==> src/rtl/cfs_defs.vh <==
// Contract
// - Fixed OV trip until soft-start done, then reference-based
// - OV flag clears only below trip hysteresis
// - During OV: flag high, power good low
// - OV start commands all low gates on
// - Hold low gates until back in limits; repeat
// - OV end resumes regulation, power good returns
// - Supply below POR re-enables pre-POR clamp
// - Local sense above diff plus 1V shuts down
// - Open sense cleared restarts from soft-start
// - Droop above threshold starts overcurrent procedure
// - Overcurrent shutdown turns off all gates; code still turns low gates on during OV
// - Overcurrent off lasts 4096 switching cycles
// - After wait, retry soft-start if enabled
// - Trip-wait-retry repeats without limit
// - Overtemperature disables logic and all gates; code still turns low gates on during OV
// - Cool-down reruns initialization and soft-start
// - Power good low in shutdown, high after soft-start
// - Power good low on UV, OV, OC, disable
`ifndef CFS_DEFS_VH
`define CFS_DEFS_VH
`define CFS_PHASES        3
`define CFS_OC_WAIT       4096
`define CFS_OC_LAST       13'h0fff
`define CFS_OC_CNT_W      13
`define CFS_SS_CNT_W      16
`define CFS_SS_CYCLES     16'h0580
`define CFS_OV_RISE_MV    150
`define CFS_OV_HYST_MV    100
`define CFS_OPEN_OFS_MV   1000
`define CFS_ST_OFF        3'h0
`define CFS_ST_SOFT       3'h1
`define CFS_ST_RUN        3'h2
`define CFS_ST_OC_WAIT    3'h3
`define CFS_ST_HALT       3'h4
`endif

==> src/rtl/cfs_supervisor.v <==
`timescale 1ns/1ns
`default_nettype none
`include "cfs_defs.vh"
module cfs_supervisor (
  input  wire                   clk_i,
  input  wire                   rst_n_i,
  input  wire                   sw_tick_i,
  input  wire                   threshold_enable_in_i,
  input  wire                   vcc_por_ok_i,
  input  wire                   driver_supply_por_ok_i,
  input  wire                   ov_fixed_trip_i,
  input  wire                   ov_fixed_clear_i,
  input  wire                   ov_ref_trip_i,
  input  wire                   ov_ref_clear_i,
  input  wire                   uv_i,
  input  wire                   open_sense_i,
  input  wire                   overcurrent_i,
  input  wire                   temp_over_set_i,
  input  wire                   temp_below_rec_i,
  input  wire                   pwm_high_i,
  input  wire                   pwm_low_i,
  output reg  [`CFS_PHASES-1:0] high_side_gate_o,
  output reg  [`CFS_PHASES-1:0] low_side_gate_o,
  output reg                    power_good_out_o,
  output reg                    overvoltage_flag_out_o,
  output reg                    pre_por_clamp_en_o,
  output reg                    soft_start_active_o,
  output reg                    ov_ref_select_o
);

////////////////////////////////////////////////////////////////////////////////
// Reset release and comparator synchronisation.

  reg rst_meta;
  reg rst_n;
  always @(posedge clk_i or negedge rst_n_i) begin
    if (!rst_n_i) begin
      rst_meta <= 1'b0;
      rst_n    <= 1'b0;
    end else begin
      rst_meta <= 1'b1;
      rst_n    <= rst_meta;
    end
  end

  wire [10:0] raw_in = {ov_fixed_trip_i, ov_fixed_clear_i, ov_ref_trip_i, ov_ref_clear_i, uv_i,
                        open_sense_i, overcurrent_i, temp_over_set_i, temp_below_rec_i,
                        vcc_por_ok_i, driver_supply_por_ok_i};
  wire [10:0] s;
  cfs_sync #(.W(11)) u_sync (
    .clk_i (clk_i),
    .rst_n (rst_n),
    .d_i   (raw_in),
    .q_o   (s)
  );
  wire ovf_trip = s[10];
  wire ovf_clr  = s[9];
  wire ovr_trip = s[8];
  wire ovr_clr  = s[7];
  wire uv       = s[6];
  wire open_s   = s[5];
  wire oc       = s[4];
  wire t_hot    = s[3];
  wire t_cool   = s[2];
  wire por_ok   = s[1] & s[0];

////////////////////////////////////////////////////////////////////////////////
// Fault sequencer.

  reg [2:0]                 state;
  reg [2:0]                 next_state;
  reg [`CFS_SS_CNT_W-1:0]   ss_cnt;
  reg [`CFS_OC_CNT_W-1:0]   oc_cnt;
  reg                       ss_done;
  reg                       ov_active;
  reg                       hot;
  wire                      enabled = por_ok & threshold_enable_in_i;

  // Hot latches at the set point and only releases at the recovery point.
  always @(posedge clk_i or negedge rst_n) begin
    if (!rst_n) begin
      hot <= 1'b0;
    end else if (t_hot) begin
      hot <= 1'b1;
    end else if (t_cool) begin
      hot <= 1'b0;
    end
  end

  // The fixed level applies until soft-start finishes, then the reference level.
  wire ov_trip = ss_done ? ovr_trip : ovf_trip;
  wire ov_clr  = ss_done ? ovr_clr : ovf_clr;

  always @(posedge clk_i or negedge rst_n) begin
    if (!rst_n) begin
      ov_active <= 1'b0;
    end else if (!enabled) begin
      ov_active <= 1'b0;
    end else if (ov_trip) begin
      ov_active <= 1'b1;
    end else if (ov_clr) begin
      ov_active <= 1'b0;
    end
  end

  always @* begin
    next_state = state;
    if (!enabled || hot || open_s) begin
      next_state = `CFS_ST_HALT;
    end else begin
      case (state)
        `CFS_ST_HALT:
          next_state = `CFS_ST_SOFT;
        `CFS_ST_OFF:
          next_state = `CFS_ST_SOFT;
        `CFS_ST_SOFT: begin
          if (oc) begin
            next_state = `CFS_ST_OC_WAIT;
          end else if (sw_tick_i && ss_cnt == `CFS_SS_CYCLES - 16'h0001) begin
            next_state = `CFS_ST_RUN;
          end
        end
        `CFS_ST_RUN:
          if (oc) begin
            next_state = `CFS_ST_OC_WAIT;
          end
        `CFS_ST_OC_WAIT:
          if (sw_tick_i && oc_cnt == `CFS_OC_LAST) begin
            next_state = `CFS_ST_SOFT;
          end
        default:
          next_state = `CFS_ST_HALT;
      endcase
    end
  end

  always @(posedge clk_i or negedge rst_n) begin
    if (!rst_n) begin
      state   <= `CFS_ST_OFF;
      ss_cnt  <= {`CFS_SS_CNT_W{1'b0}};
      oc_cnt  <= {`CFS_OC_CNT_W{1'b0}};
      ss_done <= 1'b0;
    end else begin
      state <= next_state;
      if (next_state != state) begin
        ss_cnt <= {`CFS_SS_CNT_W{1'b0}};
        oc_cnt <= {`CFS_OC_CNT_W{1'b0}};
      end else if (sw_tick_i) begin
        if (state == `CFS_ST_SOFT) begin
          ss_cnt <= ss_cnt + 16'h0001;
        end
        if (state == `CFS_ST_OC_WAIT) begin
          oc_cnt <= oc_cnt + 13'h0001;
        end
      end
      ss_done <= (next_state == `CFS_ST_RUN);
    end
  end

////////////////////////////////////////////////////////////////////////////////
// Outputs, registered so the pins never glitch during decoding.

  // Only soft-start and regulation pass the control loop's requests to the switches.
  wire switching = (state == `CFS_ST_RUN) || (state == `CFS_ST_SOFT);

  // Overvoltage takes priority over switching and shutdown states; otherwise shutdown states drive nothing.
  // Each phase has its own flops so a later per-phase mask needs no rework here.
  genvar ph;
  generate
    for (ph = 0; ph < `CFS_PHASES; ph = ph + 1) begin : g_phase
      always @(posedge clk_i or negedge rst_n) begin
        if (!rst_n) begin
          high_side_gate_o[ph] <= 1'b0;
          low_side_gate_o[ph]  <= 1'b0;
        end else if (ov_active && enabled) begin
          high_side_gate_o[ph] <= 1'b0;
          low_side_gate_o[ph]  <= 1'b1;
        end else if (switching) begin
          high_side_gate_o[ph] <= pwm_high_i;
          low_side_gate_o[ph]  <= pwm_low_i;
        end else begin
          high_side_gate_o[ph] <= 1'b0;
          low_side_gate_o[ph]  <= 1'b0;
        end
      end
    end
  endgenerate

  always @(posedge clk_i or negedge rst_n) begin
    if (!rst_n) begin
      power_good_out_o       <= 1'b0;
      overvoltage_flag_out_o <= 1'b0;
      pre_por_clamp_en_o     <= 1'b1;
      soft_start_active_o    <= 1'b0;
      ov_ref_select_o        <= 1'b0;
    end else begin
      pre_por_clamp_en_o     <= ~por_ok;
      overvoltage_flag_out_o <= ov_active & enabled;
      soft_start_active_o    <= (next_state == `CFS_ST_SOFT);
      ov_ref_select_o        <= (next_state == `CFS_ST_RUN);
      power_good_out_o <= (next_state == `CFS_ST_RUN) && !ov_active && !uv && !oc
                          && enabled;
    end
  end
endmodule // cfs_supervisor
`default_nettype wire

==> src/rtl/cfs_sync.v <==
`timescale 1ns/1ns
`default_nettype none
module cfs_sync #(
  parameter W = 1
) (
  input  wire         clk_i,
  input  wire         rst_n,
  input  wire [W-1:0] d_i,
  output reg  [W-1:0] q_o
);
  reg [W-1:0] meta;
  genvar g;
  generate
    for (g = 0; g < W; g = g + 1) begin : g_bit
      always @(posedge clk_i or negedge rst_n) begin
        if (!rst_n) begin
          meta[g] <= 1'b0;
          q_o[g]  <= 1'b0;
        end else begin
          meta[g] <= d_i[g];
          q_o[g]  <= meta[g];
        end
      end
    end
  endgenerate
endmodule // cfs_sync
`default_nettype wire

==> config.mk <==
export PLATFORM = sky130hd
export DESIGN_NAME = cfs_supervisor
export DESIGN_NICKNAME = d
export VERILOG_FILES = /design/src/rtl/cfs_supervisor.v /design/src/rtl/cfs_sync.v
export VERILOG_INCLUDE_DIRS = /design/src /design/src/rtl
export SDC_FILE = /design/constraint.sdc
export NUM_CORES = 1
export LEC_CHECK = 0
export BUFFER_PORTS_ARGS = -buffer_cell sky130_fd_sc_hd__clkbuf_2
export CORE_MARGIN = 2
export CORE_UTILIZATION = 32
export CTS_CLUSTER_DIAMETER = 100
export CTS_CLUSTER_SIZE = 24
export DETAILED_ROUTE_END_ITERATION = 10
export PLACE_DENSITY = 0.59
export RECOVER_POWER = 50
export SLEW_MARGIN = 20
export SYNTH_ARGS = -nofsm -noshare
export SYNTH_HDL_FRONTEND = slang
export SYNTH_HIERARCHICAL = 1
export SYNTH_SLANG_ARGS = --single-unit
==> constraint.sdc <==
create_clock -name clk_i -period 3.3 [get_ports clk_i]
set_input_delay 0.33 -clock clk_i [delete_from_list [all_inputs] [get_ports clk_i]]
set_output_delay 0.33 -clock clk_i [all_outputs]
set_load 0.005 [all_outputs]
Word-level counts from Yosys, hierarchy flattened
Cells that the tools add are included.
{"block": "totals", "reg_bits": 65, "output_inout_bits": 11}
{"block": "op_classes", "add_sub_neg": 2, "eq_ne": 10, "n_mux": 23, "bitwise_logic": 4, "reduce_logical": 22}
{"op": "$mux 16", "n": 3}
{"op": "$mux 13", "n": 3}
{"op": "$add 16x1->16 const B", "n": 1}
{"op": "$eq 16x11->1 const B", "n": 1}
{"op": "$mux 3", "n": 5}
{"op": "$add 13x1->13 const B", "n": 1}
{"op": "$eq 13x12->1 const B", "n": 1}
{"op": "$pmux 3 s4", "n": 1}
{"op": "$mux 1", "n": 11}
{"op": "$eq 3x2->1 const B", "n": 3}
{"op": "$reduce_bool 2->1", "n": 4}
{"op": "$logic_and 1x1->1", "n": 7}
{"op": "$eq 3x1->1 const B", "n": 2}
{"op": "$logic_not 1->1", "n": 4}
{"op": "$reduce_and 2->1", "n": 2}
{"op": "$and 1x1->1", "n": 3}
{"op": "$eq 3x3->1 const B", "n": 1}
{"op": "$logic_not 3->1", "n": 1}
{"op": "$logic_or 1x1->1", "n": 3}
{"op": "$ne 3x1->1 const B", "n": 1}
{"op": "$ne 3x3->1", "n": 1}
{"op": "$reduce_or 2->1", "n": 1}
{"op": "$not 1->1", "n": 1}

Depth between registers and ports, before layout
Gate-level depths: netlist of run 1.
{"block": "logic_depth", "depth_word": 11, "mapped_depth": 8, "depth_no_buf": 6}

Cells and area by module
Netlist of run 1, hierarchy kept.
{"module": "cfs_supervisor", "instances": 1, "cells_per_inst": 215, "area_each_um2": 2122.0, "seq_area_each_um2": 1077.3}
{"module": "cfs_sync", "instances": 1, "cells_per_inst": 22, "area_each_um2": 550.5, "seq_area_each_um2": 550.5}

Worst setup path after synthesis of run 1
OpenSTA, ideal clock, no wires.
{"block": "synth_path", "kind": "register to register", "startpoint": "register ss_cnt[0]", "endpoint": "register oc_cnt[10]", "setup_ns": 0.132, "t_arrival_ns": 1.666, "t_required_ns": 3.168, "setup_slack_ns": 1.502, "path_stages_with_launch": 8, "synth_period_minus_slack_ns": 1.798, "cell_sequence": "dfrtp_1 > ha_1 > nor4bb_1 > nand4_1 > and4bb_1 > o21ai_1 > clkbuf_1 > nor2_1"}
{"block": "synth_via", "elab_chain_cells": 9, "elab_cells_between_ends": 11}
{"item": "from (decl)", "line_no": "cfs_supervisor.v:72", "source": "reg [`CFS_SS_CNT_W-1:0] ss_cnt;"}
{"item": "from (signal assigned)", "line_no": "cfs_supervisor.v:140", "source": "ss_cnt <= {`CFS_SS_CNT_W{1'b0}};"}
{"item": "from (signal assigned)", "line_no": "cfs_supervisor.v:146", "source": "ss_cnt <= {`CFS_SS_CNT_W{1'b0}};"}
{"item": "from (signal assigned)", "line_no": "cfs_supervisor.v:150", "source": "ss_cnt <= ss_cnt + 16'h0001;"}
{"item": "$eq 16x11->1 (*)", "line_no": "cfs_supervisor.v:119", "source": "end else if (sw_tick_i && ss_cnt == `CFS_SS_CYCLES - 16'h0001) begin"}
{"item": "$logic_and 1x1->1 (*)", "line_no": "cfs_supervisor.v:119"}
{"item": "$mux 3 (*)", "line_no": "cfs_supervisor.v:119"}
{"item": "$mux 3 (*)", "line_no": "cfs_supervisor.v:117", "source": "if (oc) begin"}
{"item": "$pmux 3 s4 (*)", "line_no": "cfs_supervisor.v:111", "source": "case (state)"}
{"item": "$mux 3 (*)", "line_no": "cfs_supervisor.v:108", "source": "if (!enabled || hot || open_s) begin"}
{"item": "$ne 3x3->1 (*)", "line_no": "cfs_supervisor.v:145", "source": "if (next_state != state) begin"}
{"item": "$reduce_bool 2->1 (no source line)"}
{"item": "$reduce_and 2->1 (no source line)"}
{"item": "to (signal assigned)", "line_no": "cfs_supervisor.v:141", "source": "oc_cnt <= {`CFS_OC_CNT_W{1'b0}};"}
{"item": "to (signal assigned)", "line_no": "cfs_supervisor.v:147", "source": "oc_cnt <= {`CFS_OC_CNT_W{1'b0}};"}
{"item": "to (signal assigned)", "line_no": "cfs_supervisor.v:153", "source": "oc_cnt <= oc_cnt + 13'h0001;"}
{"item": "to (decl)", "line_no": "cfs_supervisor.v:73", "source": "reg [`CFS_OC_CNT_W-1:0] oc_cnt;"}
Every way passes the cells marked *; elsewhere a longest branch is shown, timed or not.
A chain may end at the register's enable or synchronous reset.

Worst setup path after layout of run 1
Same ends and word-level chain as after synthesis.

==> results.md, run 1 <==
- Hold slack: around 0.082 ns
- Final Core Density: 0.378
- Gr ovfl total: 0
- Synth Instances: approximately 240
- Synth area leaders: dfrtp_1, xor2_1, nor2_1
- Status: complete, no violations
- GRT Total Usage: 0.115
- TritonCTS Buffers: 9
- Top-level port count: 28
- Final ANT Viol Nets: 0
- Clk slew on worst S/H paths: around 0.080 ns
- Leak: 1.44 nW
- Worst reg2reg path endpoint: oc_cnt[10]$_DFFE_PN0P_
- Worst setup EP type: flip-flop
- Layout cell share with drive strength beyond 1: 0.169
- Top_reg_cell synth: dfrtp_1
- Worst-Margin Slew: around 1.4 ns
- Yosys synthesis warning count: 6
- Worst Slack Setup Final: 1.33 ns
- DRT iter0 DRCs: 61
- First-pass GRT wire length: 7930 um
- Starting density of the core: 0.327
- Largest net degree at the start of global routing: 37
- Unrepaired setup endpoints after global routing: false
- EDFF count, synth: 0
- Worst Path Max Fanout: 29
- Period utilisation layout: 0.597
- Initial antenna violation count: 0
- ANT cells: 0
- Finished layout cell area: about 3000 um2
- Startpoint types: flip-flop
- Reg-to-Reg Start: ss_cnt[0]$_DFFE_PN0P_
- Slew Viols, Final: 0
- Die Y-Extent: approximately 95 um
- Synthesized area: ~2700 um2
- Clock Power Share: 0.448
- FP Rows: 33
- Initial DRT Pass Iterations: 4
- Number of library cell types mapped by synthesis: 40
- Clock sink count: 65
- DRT Wirelength: 4580 um
- Comb power frac: 0.020
- Clk_lat worst skew: 0.35 ns
- Switching share of power: 0.237
- Root Driver: clkbuf_8
- Placed cells: 360
- Setup Skew: ~0.0092 ns
- Share of flip-flops with an asynchronous set or reset: 1.00
- DR vias: ~1700
- Count leader, synth: dfrtp_1
- Port buffer count: 27
- Int Power: approximately 1.2 mW
- Yosys reg bits: 65
- Placed Area: between 2000 and 3000 um2
- Non-Filler Instances: about 380
- End of the critical path: oc_cnt[10]$_DFFE_PN0P_
- Crit path required time: 3.52 ns
- Die ar.: roughly 9100 um2
- Core ar.: 8180 um2
- Pre-CTS worst setup slack: between 1 and 1.5 ns
- Maximum VDD drop: about 0.27 mV
- Avg Inst Size Synth: 11.3 um2
- Post-Syn Nets: about 260
- R2r setup slk: ~1.3 ns
- Clk buf depth: 2
- CTS H-tree depth: 3
- Die Wd: 95.4 um
- Nets: around 290
- Share of the synthesized area in the top cell type: 0.599
- Reg power frac: 0.532
- DR WL/cell: about 12 um
- GPL Wtd Cong: 0.842
- Min-delay src: temp_over_set_i
- Vias in the first global route: 1729
- Hold Path Cell Cnt: 1
- Via density: 4.64
- CTS tree: done
- Worst Reg-to-Reg Cells: 7
- Yosys top cell by area: dfrtp_1
- Max-cap violations: 0
- Setup TNS: 0 ns
- Sw Pwr: between 0.3 and 0.4 mW
- Maximum clock frequency: a little over 0.5 GHz
- DP HPWL: between 3000 and 4000 um
- Total power: 1.56 mW
- Final Hold Viols: 0
- Post-CTS sizing: 0
- Setup CP Type: reg -> reg
- Rel. slew slack: 0.0958
- Synth-to-Final Area Change: 15.7%
- Post-CTS Setup Inserts: 0
- Critical Path AT: around 2.2 ns
- Cts hold-fix bufs: 1
- Crit path from: ss_cnt[0]$_DFFE_PN0P_
- Power per Cell Area: approximately 500 nW/um2
- Setup-failing EPs final: 0
- Post-synth top cells: dfrtp_1, nor2_1, xor2_1
- Worst hold path type: in -> reg
- Sequential-to-total area share from yosys stat: 0.609
- DRC: 0
- Tmin final: 1.97 ns
[power by group through the flow]
stage	clock [mW]	combinational, mW	sequential [mW]
6_report	0.699	0.0315	0.829
5_1_grt	0.759	0.0360	0.833
4_1_cts	0.723	0.0330	0.831
3_5_place_dp	0	0.0319	0.846
3_3_place_gp	0	0.0312	0.845
2_1_floorplan	0	0.0125	0.845
[cell type report]
| type | instances | area (um2) |
|---|---|---|
| inverters | 7 | 26.3 |
| flip-flops and latches | 65 | 1630 |
| clock inverters | 7 | 85.1 |
| fillers | 817 | 5080 |
| clock buffers | 9 | 124 |
| multi-input cells | 154 | 940 |
| repair buffers | 30 | 158 |
| well taps | 105 | 131 |
[metal layers]
metal,GRT usage,up-vias,part of all wire
met5,0,-,0
met4,0.0429,0,0.014
met3,0.0490,4,0.047
met2,0.173,36,0.46
met1,0.150,845,0.48
li1,-,864,-
[critical path, stage by stage, from the launching register on]
cell and delay [ns]:
dfrtp_1 0.39, ha_1 0.20, nor4bb_1 0.28, nand4_1 0.20, and4bb_1 0.25, o21ai_1 0.12
buf_4 0.31, nor2_1 0.10
[placed cells by master, fill, tap and decap left out, types with 3 or more instances in the layout]
master,count
dfrtp_1,64
nor2_1,39
clkbuf_2,25
xor2_1,21
nand2_1,18
nand4_1,13
clkbuf_8,9
nand3_1,8
inv_1,7
nor3_1,6
xnor2_1,6
nor4bb_1,4
a21oi_1,4
and4_1,3
o21ai_0,3
and3_1,3
inv_6,3
[worst min-delay path by stage]
stage	endpoint
2_1_floorplan	rst_meta$_DFF_PN0_
3_3_place_gp	rst_meta$_DFF_PN0_
3_5_place_dp	rst_meta$_DFF_PN0_
4_1_cts	u_sync/meta[5]$_DFF_PN0_
5_1_grt	u_sync/meta[7]$_DFF_PN0_
6_report	u_sync/meta[3]$_DFF_PN0_
[registers in the layout, summed over array words and instances, names as in the netlist]
register                cells
high_side_gate_o            1
rst_meta                    1
low_side_gate_o             1
rst_n                       1
ss_cnt                     16
power_good_out_o            1
overvoltage_flag_out_o      1
soft_start_active_o         1
u_sync/meta                11
pre_por_clamp_en_o          1
state                       3
ov_active                   1
hot                         1
oc_cnt                     13
u_sync/q_o                 11
ov_ref_select_o             1
[kinds of logic after synthesis]
| kind of cell | share of synthesized area |
|---|---|
| fa+ha+maj | 0.00936 |
| mux | 0.00375 |
| buf+inv | 0.0393 |
| flops | 0.609 |
| compound gates | 0.0370 |
| simple gates | 0.212 |
| other cells | 0.00140 |
| xor+xnor | 0.0885 |
No activity file was read; power rests on OpenSTA's default activity.
==> inputs of run 2 (changes only) <==
==> constraint.sdc (replaced) <==
create_clock -name clk_i -period 1.9 [get_ports clk_i]
set_input_delay 0.19 -clock clk_i [delete_from_list [all_inputs] [get_ports clk_i]]
set_output_delay 0.19 -clock clk_i [all_outputs]
set_load 0.005 [all_outputs]
==> results.md, run 2 (synthesized netlist as in run 1, its figures left out) <==
- Status: complete, no violations
- Setup CP Type: reg -> reg
- Starting density of the core: 0.327 (unchanged)
- R2r setup slk: 0.06 ns (-1.27 ns)
- Worst Path Max Fanout: 8 (-72%)
- Setup Skew: 0.00589 ns (-0.00328 ns)
- TritonCTS Buffers: 9 (unchanged)
- Placed cells: 375 (+4.2%)
- Gr ovfl total: 0 (unchanged)
- Via density: 4.56 (-1.8%)
- Root Driver: clkbuf_8
- Worst reg2reg path endpoint: oc_cnt[10]$_DFFE_PN0P_
- Die ar.: 9100 um2 (unchanged)
- Startpoint types: flip-flop
- First-pass GRT wire length: 8270 um (+4.3%)
- Port buffer count: 27 (unchanged)
- Reg with most FFs: ss_cnt
- Most frequent cells in the layout: dfrtp_1, nor2_1, clkbuf_2
- GRT Total Usage: 0.122 (+0.00677)
- Initial DRT Pass Iterations: 4 (unchanged)
- CTS H-tree depth: 3 (unchanged)
- Fillcell total: 766 (-6.2%)
- Layout cell share with drive strength beyond 1: 0.238 (+0.0693)
- DRT iter0 DRCs: 132 (+120%)
- Period utilisation layout: 0.967 (+0.369)
- Clock sink count: 65 (unchanged)
- Worst setup EP type: flip-flop
- Clk buf depth: 2 (unchanged)
- DRT Wirelength: 4960 um (+8.3%)
- Leak: 1.59 nW (+9.9%)
- Power per Cell Area: 771 nW/um2 (+53%)
- DR WL/cell: 12.2 um (+0.30%)
- Worst-Margin Slew: 0.742 ns (-0.614 ns)
- Clk_lat worst skew: 0.34 ns (about the same)
- FP Rows: 33 (unchanged)
- Synth-to-Final Area Change: 26.9%
- Final Hold Viols: 0 (unchanged)
- Most common cell after layout, fill and taps aside: dfrtp_1
- Largest register FFs: 16 (unchanged)
- Largest registers: ss_cnt (16), oc_cnt (13)
- GPL Wtd Cong: 0.834 (-0.91%)
- Register area: 1630 um2 (unchanged)
- Rel. slew slack: 0.505 (+0.409)
- Hold endpoint: low_side_gate_o[2]$_DFF_PN0_
- ANT cells: 0 (unchanged)
- Reg-to-Reg Start: ss_cnt[9]$_DFFE_PN0P_
- DR vias: 1855 (+6.1%)
- Final ANT Viol Nets: 0 (unchanged)
- CTS tree: done
- Maximum clock frequency: 0.544 GHz (+7.3%)
- Vias in the first global route: 1749 (+1.2%)
- Crit path required time: 2.13 ns (-1.39 ns)
- Die Y-Extent: 95.4 um (unchanged)
- Critical Path AT: 2.06 ns (-0.13 ns)
- Slew Viols, Final: 0 (unchanged)
- Worst hold path type: in -> reg
- Non-Filler Instances: 407 (+8.0%)
- Nets: 316 (+10%)
- Clk slew on worst S/H paths: 0.07 ns (about the same)
- Die Wd: 95.4 um (unchanged)
- Min-delay src: pwm_low_i
- Max-cap violations: 0 (unchanged)
- DP HPWL: 3280 um (+4.4%)
- Top-level port count: 28 (unchanged)
- Area of the multi-input gates: 977 um2 (+4.0%)
- Initial antenna violation count: 0 (unchanged)
- Tmin final: 1.84 ns (-0.134 ns)
- Worst Reg-to-Reg Cells: 6 (-1)
- Largest net degree at the start of global routing: 44 (+19%)
- Hold slack: 0.0587 ns (-0.0234 ns)
- Maximum VDD drop: 0.352 mV (+31%)
- Core ar.: 8180 um2 (unchanged)
- Setup-failing EPs final: 0 (unchanged)
- Final Core Density: 0.415 (+0.0367)
- DRC: 0 (unchanged)
- Hold Path Cell Cnt: 3 (+2)
run 2: timing repair:
action,4_1_cts,5_1_grt
buffers inserted,0,2
hold endpoints to repair,13,0
gates resized for setup,0,10
hold buffers,12,0
setup endpoints to repair,0,29
run 2: worst max path at each step:
stage	startpoint	to	slack, ns	cells after the start
after global placement	oc_cnt[0]$_DFFE_PN0P_	oc_cnt[8]$_DFFE_PN0P_	0.05	7
after global routing	oc_cnt[0]$_DFFE_PN0P_	oc_cnt[10]$_DFFE_PN0P_	-0.02	7
after CTS	oc_cnt[0]$_DFFE_PN0P_	oc_cnt[10]$_DFFE_PN0P_	0.03	7
after floorplan	ss_cnt[0]$_DFFE_PN0P_	oc_cnt[10]$_DFFE_PN0P_	0.10	7
after detailed placement	oc_cnt[0]$_DFFE_PN0P_	oc_cnt[10]$_DFFE_PN0P_	0.04	7
final	ss_cnt[9]$_DFFE_PN0P_	oc_cnt[10]$_DFFE_PN0P_	0.06	6
run 2: through the flow:
stage	setup WS, ns	total power [mW]	TNS, ns	cell area [um2]
6_report	0.0633	2.61	0	3390
4_1_cts	0.0276	2.65	0	3320
3_3_place_gp	0.0474	1.53	0	3010
2_1_floorplan	0.102	1.49	0	2670
3_5_place_dp	0.0379	1.53	0	3010
5_1_grt	-0.0223	2.76	-0.323	3390
run 2: cell type report:
type,count,area share
Multi-Input combinational cell,154,0.288
Timing Repair Buffer,60,0.130
Tap cell,105,0.0387
Sequential cell,65,0.480
Clock inverter,5,0.0111
Clock buffer,11,0.0446
Inverter,7,0.00775
run 2: worst max-delay path, stage by stage (launching register included):
cell	delay, ns
dfrtp_1	0.40
nor4b_1	0.34
nand4_1	0.19
and4bb_1	0.27
o21ai_4	0.26
clkbuf_16	0.21
nor2_1	0.05
run 2: report_power, final:
part	total, mW	internal, mW	switching (mW)
combinational	0.0929	0.0463	0.0466
sequential	1.43	1.41	0.0194
clock	1.09	0.551	0.538
total	2.61	2.01	0.604
run 2: layer usage:
layer / up-vias / part of all wire / track usage
met3: 6 / 0.033 / 0.0411
li1: 925 / - / -
met5: - / 0 / 0
met2: 29 / 0.46 / 0.171
met4: 0 / 0.019 / 0.0667
met1: 895 / 0.49 / 0.166
==> inputs of run 3 (changes only) <==
--- a/config.mk
+++ b/config.mk
@@ -6,13 +6,14 @@
 export SDC_FILE = /design/constraint.sdc
 export NUM_CORES = 1
 export LEC_CHECK = 0
+export ABC_AREA = 1
 export BUFFER_PORTS_ARGS = -buffer_cell sky130_fd_sc_hd__clkbuf_2
 export CORE_MARGIN = 2
 export CORE_UTILIZATION = 32
 export CTS_CLUSTER_DIAMETER = 100
 export CTS_CLUSTER_SIZE = 24
 export DETAILED_ROUTE_END_ITERATION = 10
-export PLACE_DENSITY = 0.59
+export PLACE_DENSITY = 0.58
 export RECOVER_POWER = 50
 export SLEW_MARGIN = 20
 export SYNTH_ARGS = -nofsm -noshare
==> results.md, run 3 <==
- Maximum VDD drop: 0.484 mV (+38%)
- Startpoint types: flip-flop
- Initial DRT Pass Iterations: 4 (unchanged)
- Top_reg_cell synth: dfrtp_1
- Period utilisation layout: 0.936 (-0.0309)
- DRT iter0 DRCs: 65 (-51%)
- Largest registers: ss_cnt (16), oc_cnt (13)
- CTS H-tree depth: 3 (unchanged)
- Setup-failing EPs final: 0 (unchanged)
- Power per Cell Area: 741 nW/um2 (-3.9%)
- ANT cells: 0 (unchanged)
- Setup CP Type: reg -> reg
- Die ar.: 9950 um2 (+9.3%)
- DP HPWL: 3770 um (+15%)
- CTS tree: done
- Final ANT Viol Nets: 0 (unchanged)
- DR vias: 2121 (+14%)
- Leak: 1.68 nW (+6.0%)
- Number of library cell types mapped by synthesis: 30 (-25%)
- Reg with most FFs: ss_cnt
- DRC: 0 (unchanged)
- Port buffer count: 27 (unchanged)
- Yosys reg bits: 65 (unchanged)
- Pre-CTS worst setup slack: 0.0841 ns (+0.0461 ns)
- Global Route met2 Usage: 0.189 (+0.0178)
- Sequential-to-total area share from yosys stat: 0.555 (-0.0540)
- Met1 Track Usage GR: 0.148 (-0.0181)
- Most common cell after layout, fill and taps aside: dfrtp_1
- Tmin final: 1.78 ns (-0.0588 ns)
- Worst Path Max Fanout: 15 (+7)
- Bufs and invs on worst path: 1 (unchanged)
- Worst setup EP type: flip-flop
- GRT busiest layer: met2
- Status: complete, no violations
- DRT Wirelength: 5250 um (+5.9%)
- Maximum clock frequency: 0.562 GHz (+3.3%)
- Critical Path AT: 2.04 ns (-0.02 ns)
- Clk buf depth: 2 (unchanged)
- Largest net degree at the start of global routing: 33 (-25%)
- Die Y-Extent: 99.7 um (+4.6%)
- M3 GR Usage: 0.0358 (-0.00527)
- FP Rows: 34 (+3.0%)
- Synth area leaders: dfrtp_1, nand2_1, nor2_1
- Largest register FFs: 16 (unchanged)
- Worst Slack Setup Final: 0.122 ns (+0.0588 ns)
- Rel. slew slack: 0.451 (-0.0541)
- Slowest stage delay, CP: 0.43 ns (+0.03 ns)
- Post-Syn Nets: 337 (+32%)
- Share of the synthesized area in the top cell type: 0.546 (-0.0532)
- Count leader, synth: dfrtp_1
- Most frequent cells in the layout: dfrtp_1, nand2_1, nor2_1
- Slew Viols, Final: 0 (unchanged)
- Clk slew on worst S/H paths: 0.07 ns (about the same)
- Gr ovfl total: 0 (unchanged)
- Synth Instances: 318 (+34%)
- Clock sink count: 65 (unchanged)
- Crit path required time: 2.16 ns (+0.03 ns)
- Layout cell share with drive strength beyond 1: 0.247 (+0.00896)
- DR WL/cell: 10.8 um (-12%)
- Total power: 2.68 mW (+2.4%)
- Max-cap violations: 0 (unchanged)
- Yosys top cell by area: dfrtp_1
- Worst-Margin Slew: 0.823 ns (+0.0812 ns)
- Final Core Density: 0.410 (-0.00456)
- Final Hold Viols: 0 (unchanged)
- Hold slack: 0.0595 ns (+0.000758 ns)
- Top-level port count: 28 (unchanged)
- Critical-path cell list: nor2_2, nand2_1, nor2_1, nand3_1, nand2_1, nand2_2, nand2_2, nand2_1, nand2_2, nand3_4, buf_12, nor2_1
- Yosys synthesis warning count: 6 (unchanged)
- TritonCTS Buffers: 9 (unchanged)
- Post-synth top cells: dfrtp_1, nand2_1, nor2_1
- Setup Skew: 0.0103 ns (+0.00440 ns)
- Worst hold path type: in -> reg
- Vias in the first global route: 2101 (+20%)
- Synth-to-Final Area Change: 23.2%
- Synthesized area: 2930 um2 (+9.7%)
- Clk_lat worst skew: 0.34 ns (about the same)
- GPL Wtd Cong: 0.837 (+0.29%)
- Share of flip-flops with an asynchronous set or reset: 1.00 (unchanged)
- First-pass GRT wire length: 9200 um (+11%)
- GRT Total Usage: 0.119 (-0.00352)
- Core ar.: 8810 um2 (+7.7%)
- Initial antenna violation count: 0 (unchanged)
- Nets: 394 (+25%)
- Avg Inst Size Synth: 9.22 um2 (-18%)
- Starting density of the core: 0.333 (+0.00614)
- EDFF count, synth: 0 (unchanged)
- Die Wd: 99.7 um (+4.6%)
- Root Driver: clkbuf_8
- CP top delay family: simple AND/OR/NAND/NOR gates
- Slowest-stage cell, CP: dfrtp_1
- Via density: 4.35 (-4.6%)
## run 3: cell types whose count changed after synthesis, sizes merged, moves of 3 or more
cell,change
xor2,-7
nand2,+49
nand4,-6
and3,-3
nor2,+31
nand3,+15
and4,-3
inv,+30
nor4bb,-4
clkbuf,-4
## run 3: worst min-delay path, cell delays in order
cell	delay (ns)
clkbuf_2	0.08
nand2_1	0.05
nor2_1	0.03
## run 3: cell families after synthesis
| logic type | after synthesis | synth area share |
|---|---|---|
| compound gates | 9 | 0.0222 |
| xor+xnor | 18 | 0.0538 |
| fa+ha+maj | 2 | 0.00853 |
| buf+inv | 45 | 0.0695 |
| flops | 65 | 0.555 |
| mux | 1 | 0.00384 |
| other cells | 1 | 0.00128 |
| simple gates | 177 | 0.286 |
## run 3: timing repair
item                                   in CTS  in global routing
buffers inserted                            0                  5
endpoints found under the hold margin      13                  0
resized for setup                           0                  9
setup endpoints to repair                   0                 29
hold buffers                               12                  0
## run 3: final timing paths
| path | to | cells past startpoint | slack (ns) | start |
|---|---|---|---|---|
| min | high_side_gate_o[2]$_DFF_PN0_ | 3 | 0.06 | pwm_high_i |
| max reg2reg | oc_cnt[7]$_DFFE_PN0P_ | 12 | 0.12 | ss_cnt[12]$_DFFE_PN0P_ |
| max | oc_cnt[7]$_DFFE_PN0P_ | 12 | 0.12 | ss_cnt[12]$_DFFE_PN0P_ |
| max in group asynchronous | ss_cnt[5]$_DFFE_PN0P_ | 1 | 0.35 | rst_n$_DFF_PN0_ |
| min reg2reg | u_sync/q_o[3]$_DFF_PN0_ | 0 | 0.34 | rst_n$_DFF_PN0_ |
| min in group asynchronous | rst_meta$_DFF_PN0_ | 2 | 0.17 | rst_n_i |
## run 3: power by group
part	switching [mW]	internal [mW]	total [mW]	leakage, nW
registers	0.0175	1.41	1.43	0.841
logic	0.0567	0.0472	0.104	0.745
clock network	0.505	0.637	1.14	0.0953
total	0.579	2.10	2.68	1.68
## run 3: cell type report
| type | count | area (um2) |
|---|---|---|
| Clock buffer | 11 | 141 |
| Multi-Input combinational cell | 208 | 1130 |
| Timing Repair Buffer | 53 | 378 |
| Fill cell | 877 | 5190 |
| Clock inverter | 5 | 55.1 |
| Sequential cell | 65 | 1630 |
| Inverter | 38 | 143 |
| Tap cell | 108 | 135 |
## run 3: through the flow
step,setup TNS (ns),cell area (um2),std cells
finish,0,3610,488
floorplan,0,2930,318
global route,-0.00322,3610,488
detailed placement,0,3250,455
CTS,0,3560,483
global placement,0,3250,455
## run 3: layer usage
| metal | routed length, um | part of all wire | up-vias |
|---|---|---|---|
| met5 | 0 | 0 | - |
| met4 | 126 | 0.024 | 0 |
| met3 | 148 | 0.028 | 9 |
| met2 | 2530 | 0.48 | 26 |
| met1 | 2440 | 0.46 | 989 |
| li1 | - | - | 1097 |
